`config.mk`:
```
export PLATFORM = sky130hd
export DESIGN_NAME = pcdb_bank
export DESIGN_NICKNAME = d
export VERILOG_FILES = /design/src/rtl/pcdb_bank.v
export VERILOG_INCLUDE_DIRS = /design/src /design/src/rtl
export SDC_FILE = /design/constraint.sdc
export NUM_CORES = 1
export LEC_CHECK = 0
export BUFFER_PORTS_ARGS = -buffer_cell sky130_fd_sc_hd__buf_2
export CORE_ASPECT_RATIO = 1.2
export CORE_UTILIZATION = 54
export CTS_BUF_LIST = sky130_fd_sc_hd__clkbuf_4
export CTS_CLUSTER_DIAMETER = 50
export CTS_CLUSTER_SIZE = 16
export DETAILED_ROUTE_END_ITERATION = 10
export GPL_ROUTABILITY_DRIVEN = 1
export PLACE_DENSITY_LB_ADDON = 0.2
export SYNTH_ARGS = -nofsm -noshare
export SYNTH_HDL_FRONTEND = slang
export SYNTH_SLANG_ARGS = --single-unit
```
`constraint.sdc`:
```
create_clock -name sys_clk -period 10.5 [get_ports sys_clk]
set_clock_uncertainty 0.15 [all_clocks]
set_input_delay 0.525 -clock sys_clk [delete_from_list [all_inputs] [get_ports sys_clk]]
set_output_delay 0.525 -clock sys_clk [all_outputs]
set_load 0.01 [all_outputs]
```
`src/rtl/pcdb_regs.vh`:
```
`ifndef PCDB_REGS_VH
`define PCDB_REGS_VH

// Word addresses of the per-axis control-data area
`define PCDB_AX1_INT_REQ   16'h049d
`define PCDB_AX1_ACCEL_LO  16'h04a0
`define PCDB_AX1_DECEL_LO  16'h04a2
`define PCDB_AX1_CHG_SEL   16'h04a4
`define PCDB_AX2_INT_REQ   16'h04cf
`define PCDB_AX2_ACCEL_LO  16'h04d2
`define PCDB_AX2_DECEL_LO  16'h04d4
`define PCDB_AX2_CHG_SEL   16'h04d6

// Offset of the upper word of a two-word time value
`define PCDB_HI_WORD_OFS   16'h0001

// Reset values
`define PCDB_RST_WORD      16'h0000
`define PCDB_RST_TIME      32'h0000_0000

// Field values
`define PCDB_VAL_ONE       16'h0001
`define PCDB_VAL_ZERO      16'h0000

`endif

```
`src/rtl/pcdb_bank.v`:
```
//Contract
//- Request word 1 interrupts continuous operation; resets 0
//- Module writes 0 back once request accepted
//- Accel/decel times are millisecond counts, reset 0
//- New times applied only when enable equals 1
//- Changeover flag 0 incremental, 1 absolute
//- No acceptance while not busy; start clears
`default_nettype none
`include "pcdb_regs.vh"

////////////////////////////////////////////////////////////////////////////////
module pcdb_axis #(
  parameter [15:0] ADDR_INT = `PCDB_AX1_INT_REQ,
  parameter [15:0] ADDR_ACC = `PCDB_AX1_ACCEL_LO,
  parameter [15:0] ADDR_DEC = `PCDB_AX1_DECEL_LO,
  parameter [15:0] ADDR_SEL = `PCDB_AX1_CHG_SEL
) (
  input  wire        clk,
  input  wire        rstn,
  input  wire        wrEn,
  input  wire [15:0] addr,
  input  wire [15:0] wrData,
  input  wire        axisBusyFlag,
  input  wire        startPulse,
  input  wire        speedChange,
  output reg         hit,
  output reg  [15:0] rdWord,
  output reg         interruptPulse_reg,
  output reg  [31:0] appliedAccel_reg,
  output reg  [31:0] appliedDecel_reg,
  output reg         changeEnable_reg,
  output reg         absMode_reg
);

  reg  [15:0] intReq_reg;
  reg  [31:0] accel_reg;
  reg  [31:0] decel_reg;
  reg  [15:0] chgSel_reg;
  wire        wrInt   = wrEn && (addr == ADDR_INT);
  wire        wrAccLo = wrEn && (addr == ADDR_ACC);
  wire        wrAccHi = wrEn && (addr == ADDR_ACC + `PCDB_HI_WORD_OFS);
  wire        wrDecLo = wrEn && (addr == ADDR_DEC);
  wire        wrDecHi = wrEn && (addr == ADDR_DEC + `PCDB_HI_WORD_OFS);
  wire        wrSel   = wrEn && (addr == ADDR_SEL);
  // Only a busy axis can take the request; an idle axis leaves it pending until a start clears it
  wire        accept  = (intReq_reg == `PCDB_VAL_ONE) && axisBusyFlag;
  wire        chgOn   = (chgSel_reg == `PCDB_VAL_ONE);
  reg  [15:0] intReq_next;
  reg         interruptPulse_next;
  reg  [31:0] accel_next;
  reg  [31:0] decel_next;
  reg  [15:0] chgSel_next;
  reg  [31:0] appliedAccel_next;
  reg  [31:0] appliedDecel_next;

  ////////////////////////////////////////////////////////////////////////////////
  // Request word: a master write in the same cycle beats the hardware clear
  always @* begin
    intReq_next         = intReq_reg;
    interruptPulse_next = accept && !startPulse;
    if (wrInt) begin
      intReq_next = wrData;
    end else if (startPulse) begin
      intReq_next = `PCDB_VAL_ZERO;
    end else if (accept) begin
      intReq_next = `PCDB_VAL_ZERO;
    end
  end

  always @(posedge clk or negedge rstn) begin
    if (!rstn) begin
      intReq_reg         <= `PCDB_RST_WORD;
      interruptPulse_reg <= 1'b0;
    end else begin
      intReq_reg         <= intReq_next;
      interruptPulse_reg <= interruptPulse_next;
    end
  end

  ////////////////////////////////////////////////////////////////////////////////
  // Time words, low word first; stored as written, no range check
  always @* begin
    accel_next  = accel_reg;
    decel_next  = decel_reg;
    chgSel_next = chgSel_reg;
    if (wrAccLo) begin
      accel_next[15:0] = wrData;
    end
    if (wrAccHi) begin
      accel_next[31:16] = wrData;
    end
    if (wrDecLo) begin
      decel_next[15:0] = wrData;
    end
    if (wrDecHi) begin
      decel_next[31:16] = wrData;
    end
    if (wrSel) begin
      chgSel_next = wrData;
    end
  end

  always @(posedge clk or negedge rstn) begin
    if (!rstn) begin
      accel_reg  <= `PCDB_RST_TIME;
      decel_reg  <= `PCDB_RST_TIME;
      chgSel_reg <= `PCDB_RST_WORD;
    end else begin
      accel_reg  <= accel_next;
      decel_reg  <= decel_next;
      chgSel_reg <= chgSel_next;
    end
  end

  ////////////////////////////////////////////////////////////////////////////////
  // Speed change picks up the new times only while enabled
  always @* begin
    appliedAccel_next = appliedAccel_reg;
    appliedDecel_next = appliedDecel_reg;
    if (speedChange && chgOn) begin
      appliedAccel_next = accel_reg;
      appliedDecel_next = decel_reg;
    end
  end

  always @(posedge clk or negedge rstn) begin
    if (!rstn) begin
      appliedAccel_reg <= `PCDB_RST_TIME;
      appliedDecel_reg <= `PCDB_RST_TIME;
      changeEnable_reg <= 1'b0;
      absMode_reg      <= 1'b0;
    end else begin
      changeEnable_reg <= chgOn;
      absMode_reg      <= (chgSel_reg == `PCDB_VAL_ONE);
      appliedAccel_reg <= appliedAccel_next;
      appliedDecel_reg <= appliedDecel_next;
    end
  end

  ////////////////////////////////////////////////////////////////////////////////
  always @* begin
    hit    = 1'b1;
    rdWord = `PCDB_VAL_ZERO;
    if (addr == ADDR_INT) begin
      rdWord = intReq_reg;
    end else if (addr == ADDR_ACC) begin
      rdWord = accel_reg[15:0];
    end else if (addr == ADDR_ACC + `PCDB_HI_WORD_OFS) begin
      rdWord = accel_reg[31:16];
    end else if (addr == ADDR_DEC) begin
      rdWord = decel_reg[15:0];
    end else if (addr == ADDR_DEC + `PCDB_HI_WORD_OFS) begin
      rdWord = decel_reg[31:16];
    end else if (addr == ADDR_SEL) begin
      rdWord = chgSel_reg;
    end else begin
      hit = 1'b0;
    end
  end

endmodule // pcdb_axis

////////////////////////////////////////////////////////////////////////////////
// Buffer-memory word port as the station sees it; bank selection happens
// upstream in the master, so only bank 0 traffic ever reaches here
module pcdb_bank (
  input  wire        sys_clk,
  input  wire        rstn,
  input  wire        bufWrEn,
  input  wire        bufRdEn,
  input  wire [15:0] bufAddr,
  input  wire [15:0] bufWrData,
  input  wire [1:0]  axisBusyFlag,
  input  wire [1:0]  axisStart,
  input  wire [1:0]  speedChange,
  output reg  [15:0] bufRdData,
  output reg         bufRdValid,
  output wire [1:0]  continuousInterrupt,
  output wire [63:0] appliedAccelTime,
  output wire [63:0] appliedDecelTime,
  output wire [1:0]  accelDecelChangeEnable,
  output wire [1:0]  absolutePositioning
);

  reg         rstMeta_reg;
  reg         rstSync_reg;
  wire [1:0]  hit;
  wire [31:0] rdWord;
  reg  [15:0] bufRdData_next;

  // Release is synchronised so every flop behind rstSync_reg leaves reset on the same edge
  always @(posedge sys_clk or negedge rstn) begin
    if (!rstn) begin
      rstMeta_reg <= 1'b0;
      rstSync_reg <= 1'b0;
    end else begin
      rstMeta_reg <= 1'b1;
      rstSync_reg <= rstMeta_reg;
    end
  end

  ////////////////////////////////////////////////////////////////////////////////
  pcdb_axis #(
    .ADDR_INT (`PCDB_AX1_INT_REQ),
    .ADDR_ACC (`PCDB_AX1_ACCEL_LO),
    .ADDR_DEC (`PCDB_AX1_DECEL_LO),
    .ADDR_SEL (`PCDB_AX1_CHG_SEL)
  ) axis1 (
    .clk                (sys_clk),
    .rstn               (rstSync_reg),
    .wrEn               (bufWrEn),
    .addr               (bufAddr),
    .wrData             (bufWrData),
    .axisBusyFlag       (axisBusyFlag[0]),
    .startPulse         (axisStart[0]),
    .speedChange        (speedChange[0]),
    .hit                (hit[0]),
    .rdWord             (rdWord[15:0]),
    .interruptPulse_reg (continuousInterrupt[0]),
    .appliedAccel_reg   (appliedAccelTime[31:0]),
    .appliedDecel_reg   (appliedDecelTime[31:0]),
    .changeEnable_reg   (accelDecelChangeEnable[0]),
    .absMode_reg        (absolutePositioning[0])
  );

  pcdb_axis #(
    .ADDR_INT (`PCDB_AX2_INT_REQ),
    .ADDR_ACC (`PCDB_AX2_ACCEL_LO),
    .ADDR_DEC (`PCDB_AX2_DECEL_LO),
    .ADDR_SEL (`PCDB_AX2_CHG_SEL)
  ) axis2 (
    .clk                (sys_clk),
    .rstn               (rstSync_reg),
    .wrEn               (bufWrEn),
    .addr               (bufAddr),
    .wrData             (bufWrData),
    .axisBusyFlag       (axisBusyFlag[1]),
    .startPulse         (axisStart[1]),
    .speedChange        (speedChange[1]),
    .hit                (hit[1]),
    .rdWord             (rdWord[31:16]),
    .interruptPulse_reg (continuousInterrupt[1]),
    .appliedAccel_reg   (appliedAccelTime[63:32]),
    .appliedDecel_reg   (appliedDecelTime[63:32]),
    .changeEnable_reg   (accelDecelChangeEnable[1]),
    .absMode_reg        (absolutePositioning[1])
  );

  ////////////////////////////////////////////////////////////////////////////////
  // Unmapped words read back as zero; the last answer holds between reads
  always @* begin
    bufRdData_next = bufRdData;
    if (bufRdEn) begin
      if (hit[0]) begin
        bufRdData_next = rdWord[15:0];
      end else if (hit[1]) begin
        bufRdData_next = rdWord[31:16];
      end else begin
        bufRdData_next = `PCDB_VAL_ZERO;
      end
    end
  end

  always @(posedge sys_clk or negedge rstSync_reg) begin
    if (!rstSync_reg) begin
      bufRdData  <= `PCDB_RST_WORD;
      bufRdValid <= 1'b0;
    end else begin
      bufRdValid <= bufRdEn;
      bufRdData  <= bufRdData_next;
    end
  end

endmodule // pcdb_bank
`default_nettype wire

```
==> summary.txt <==
Share of post-route cells with drive strength above 1 -> 42.6%
Utilization after layout -> 61.4%
Worst IR drop on VDD -> 0.103 mV
Core ar. -> 27300 sq um
Clock sinks -> 343
Final setup TNS -> 0 ns
Post-CTS sizing -> 0
Max Fclk -> 0.330 GHz
Remaining antenna violation count -> 0
Synth Register Bits -> 343
Antenna violations before repair -> 3
CTS tree -> done
Initial drt markers -> 718
Die width -> 154 um
Root buf cell -> clkbuf_4
Residual DRC -> 0
Synth Flop Type -> dfrtp_1
H-Tree Level Count -> 2
Run status -> complete, no violations
Synth top area share -> 57.2%
Syn Nets -> 1146
Synth Instances -> 1104
Post-synth EDFFs -> 0
Top cells by area, synth -> dfrtp_1 (57%), mux2_2 (18%), mux2_1 (2.7%)
CP arrival -> 3.45 ns
Crit Path Max Fanout -> 15
Leak -> 8.83 nW
Final Max Slew Viols -> 0
Gr usage total -> 27.1%
Setup CP Type -> in -> reg
RSZ-0062 raised after global routing -> false
Post-synth ARST share -> 100%
Maxcap violations -> 0
CTS Buffer Depth -> 3
Worst-path clk slew -> 0.14 ns
Ys Warns -> 0
Area of the die -> 28500 sq um
First-pass GRT wire length -> 58.8 mm
Worst-Margin Slew -> 1.35 ns
Period utilization -> 28.9%
Num rows -> 66
Skew-Pair Late Insertion Delay -> 0.67 ns
Vias post-DR -> 9896
Largest net degree at the start of global routing -> 149
Vias per cell -> 6.08
Netlist cell types -> 66
Final setup fails -> 0
Fin crit period -> 3.03 ns
WP data required -> 10.92 ns
Mapped Area -> 15000 sq um
CTS Buf Count -> 34
Worst hold path class -> in -> async
Area Growth Syn to Fin -> 11.5%
Drt first pass iters -> 7
DRT Wirelength -> 37.2 mm
Fin. Hold Viols -> 0
Vias in the first global route -> 9969
Nets -> 1304
Register area share after synthesis -> 57.2%
Crit start category -> input pin
Die Ht -> 185 um
Slew HR -> 9.37%
# IOs -> 193
Cell taking the most area after synthesis -> dfrtp_1
Gpl congestion -> 0.899
Number of I/O port buffers -> 192
PD cells -> 134 nW/um^2
Total grt overflow -> 0
Worst setup EP type -> flip-flop
Starting Density -> 55.1%
Detailed-route wire length per cell -> 22.9 um
Hpwl dp -> 26.0 mm
Synthesized area per cell -> 13.6 sq um
## repair_timing
item	4_1_cts	5_1_grt
endpoints found under the hold margin	8	0
buffers inserted	0	0
hold buffers	4	0
## cells in the final DEF, fill, tap and decap left out, drive strengths merged, types with 3 or more instances in the layout
master,count
dfrtp,343
mux2,289
buf,202
nand2,45
clkbuf,39
nor2,37
a22o,29
a22oi,28
o21ai,26
nor4,23
o221ai,22
mux2i,19
a21oi,16
nand3,15
and2,13
or4,12
nor3,12
and3,11
inv,11
a21o,9
clkinv,7
o211ai,6
bufinv,6
nor4b,4
nand4,4
nand2b,4
nor2b,4
dlygate4sd3,4
or4b,4
nand4b,3
a31oi,3
a221o,3
## where the power goes
part           switching, mW  leakage, nW  internal (mW)
Combinational         0.0685         3.74         0.0208
Sequential           0.00855         4.76           1.33
Clock                  0.473        0.326          0.348
Total                  0.550         8.83           1.70
## metal layers
metal,wire (um),share of wire (%),track usage [%],vias to the layer above
met1,17100,46,39.5,5068
met3,2060,5.5,4.21,55
met2,17300,46,42.1,337
met4,829,2.2,7.56,2
met5,13,0.035,0,-
li1,-,-,-,4434
## area by class of cell
cell class / instances / area, sq um
Timing Repair Buffer: 206 / 1090
Sequential cell: 343 / 8590
Antenna cell: 2 / 5.00
Clock inverter: 21 / 307
Fill cell: 2179 / 10500
Clock buffer: 39 / 293
Tap cell: 340 / 425
Inverter: 5 / 18.8
Multi-Input combinational cell: 672 / 6010
## worst max-delay path: stages
cell and delay (ns):
buf_2 0.10, nor4b_1 0.77, nand4_1 1.12, mux2i_1 0.46, o21ai_0 0.15, a211o_1 0.32
## cell usage after synthesis (3+ instances only)
| master | count |
|---|---|
| and3_1 | 11 |
| a22oi_1 | 28 |
| nor2b_1 | 4 |
| nand4b_1 | 3 |
| clkbuf_1 | 47 |
| nand3_1 | 13 |
| dfrtp_1 | 343 |
| o21ai_1 | 8 |
| nand2b_1 | 4 |
| buf_2 | 19 |
| a22o_1 | 29 |
| nor2_1 | 34 |
| inv_1 | 5 |
| nand4_1 | 4 |
| or4_1 | 11 |
| nor3_4 | 3 |
| nand2_1 | 44 |
| o211ai_1 | 6 |
| nor2_2 | 3 |
| mux2_2 | 243 |
| nor4_1 | 15 |
| mux2i_1 | 19 |
| buf_4 | 9 |
| a21oi_1 | 16 |
| a221o_1 | 3 |
| nor3_1 | 7 |
| buf_6 | 7 |
| mux2_1 | 36 |
| o21ai_0 | 18 |
| a21o_1 | 9 |
| o221ai_1 | 22 |
| and2_1 | 13 |
| a31oi_1 | 3 |
| nor4b_1 | 4 |
| mux2_4 | 10 |
| nor4_4 | 7 |
## per-stage QoR
step	hold slack (ns)	cell area [sq um]	cells	setup slack [ns]	power [mW]
after floorplan	0.0794	15000	1104	0.0826	1.41
after global placement	0.162	16100	1562	6.91	1.45
after detailed placement	0.163	16100	1562	6.82	1.45
after CTS	0.00144	16700	1626	7.55	2.27
after global routing	0.0224	16700	1628	7.26	2.33
final	0.0449	16700	1628	7.47	2.25
## final timing paths
kind	end	cells past startpoint	slack [ns]	start
max in group asynchronous	axis1.appliedDecel_reg[13]$_DFFE_PN0P_	2	7.75	rstSync_reg$_DFF_PN0_
worst max register to register	axis1.appliedDecel_reg[13]$_DFFE_PN0P_	2	7.75	rstSync_reg$_DFF_PN0_
min in group sys_clk	axis1.interruptPulse_reg$_DFF_PN0_	3	0.06	axisBusyFlag[0]
worst max-delay path	bufRdData[8]$_DFFE_PN0P_	6	7.47	bufAddr[9]
worst min-delay path	rstMeta_reg$_DFF_PN0_	2	0.04	rstn
worst min register to register	rstSync_reg$_DFF_PN0_	0	0.17	rstMeta_reg$_DFF_PN0_
## cell families (layout without fill, tap and decap cells)
kind of cell,count (synthesis),count (layout),synth area share (%)
AO/OA/AOI/OAI,158,158,7.78
buffers and inverters,89,271,2.96
flip-flops,343,343,57.2
multiplexers,308,308,23.2
other,1,3,0.0250
AND/OR/NAND/NOR,205,205,8.84
Note: power is estimated with default switching activity, not from simulation.
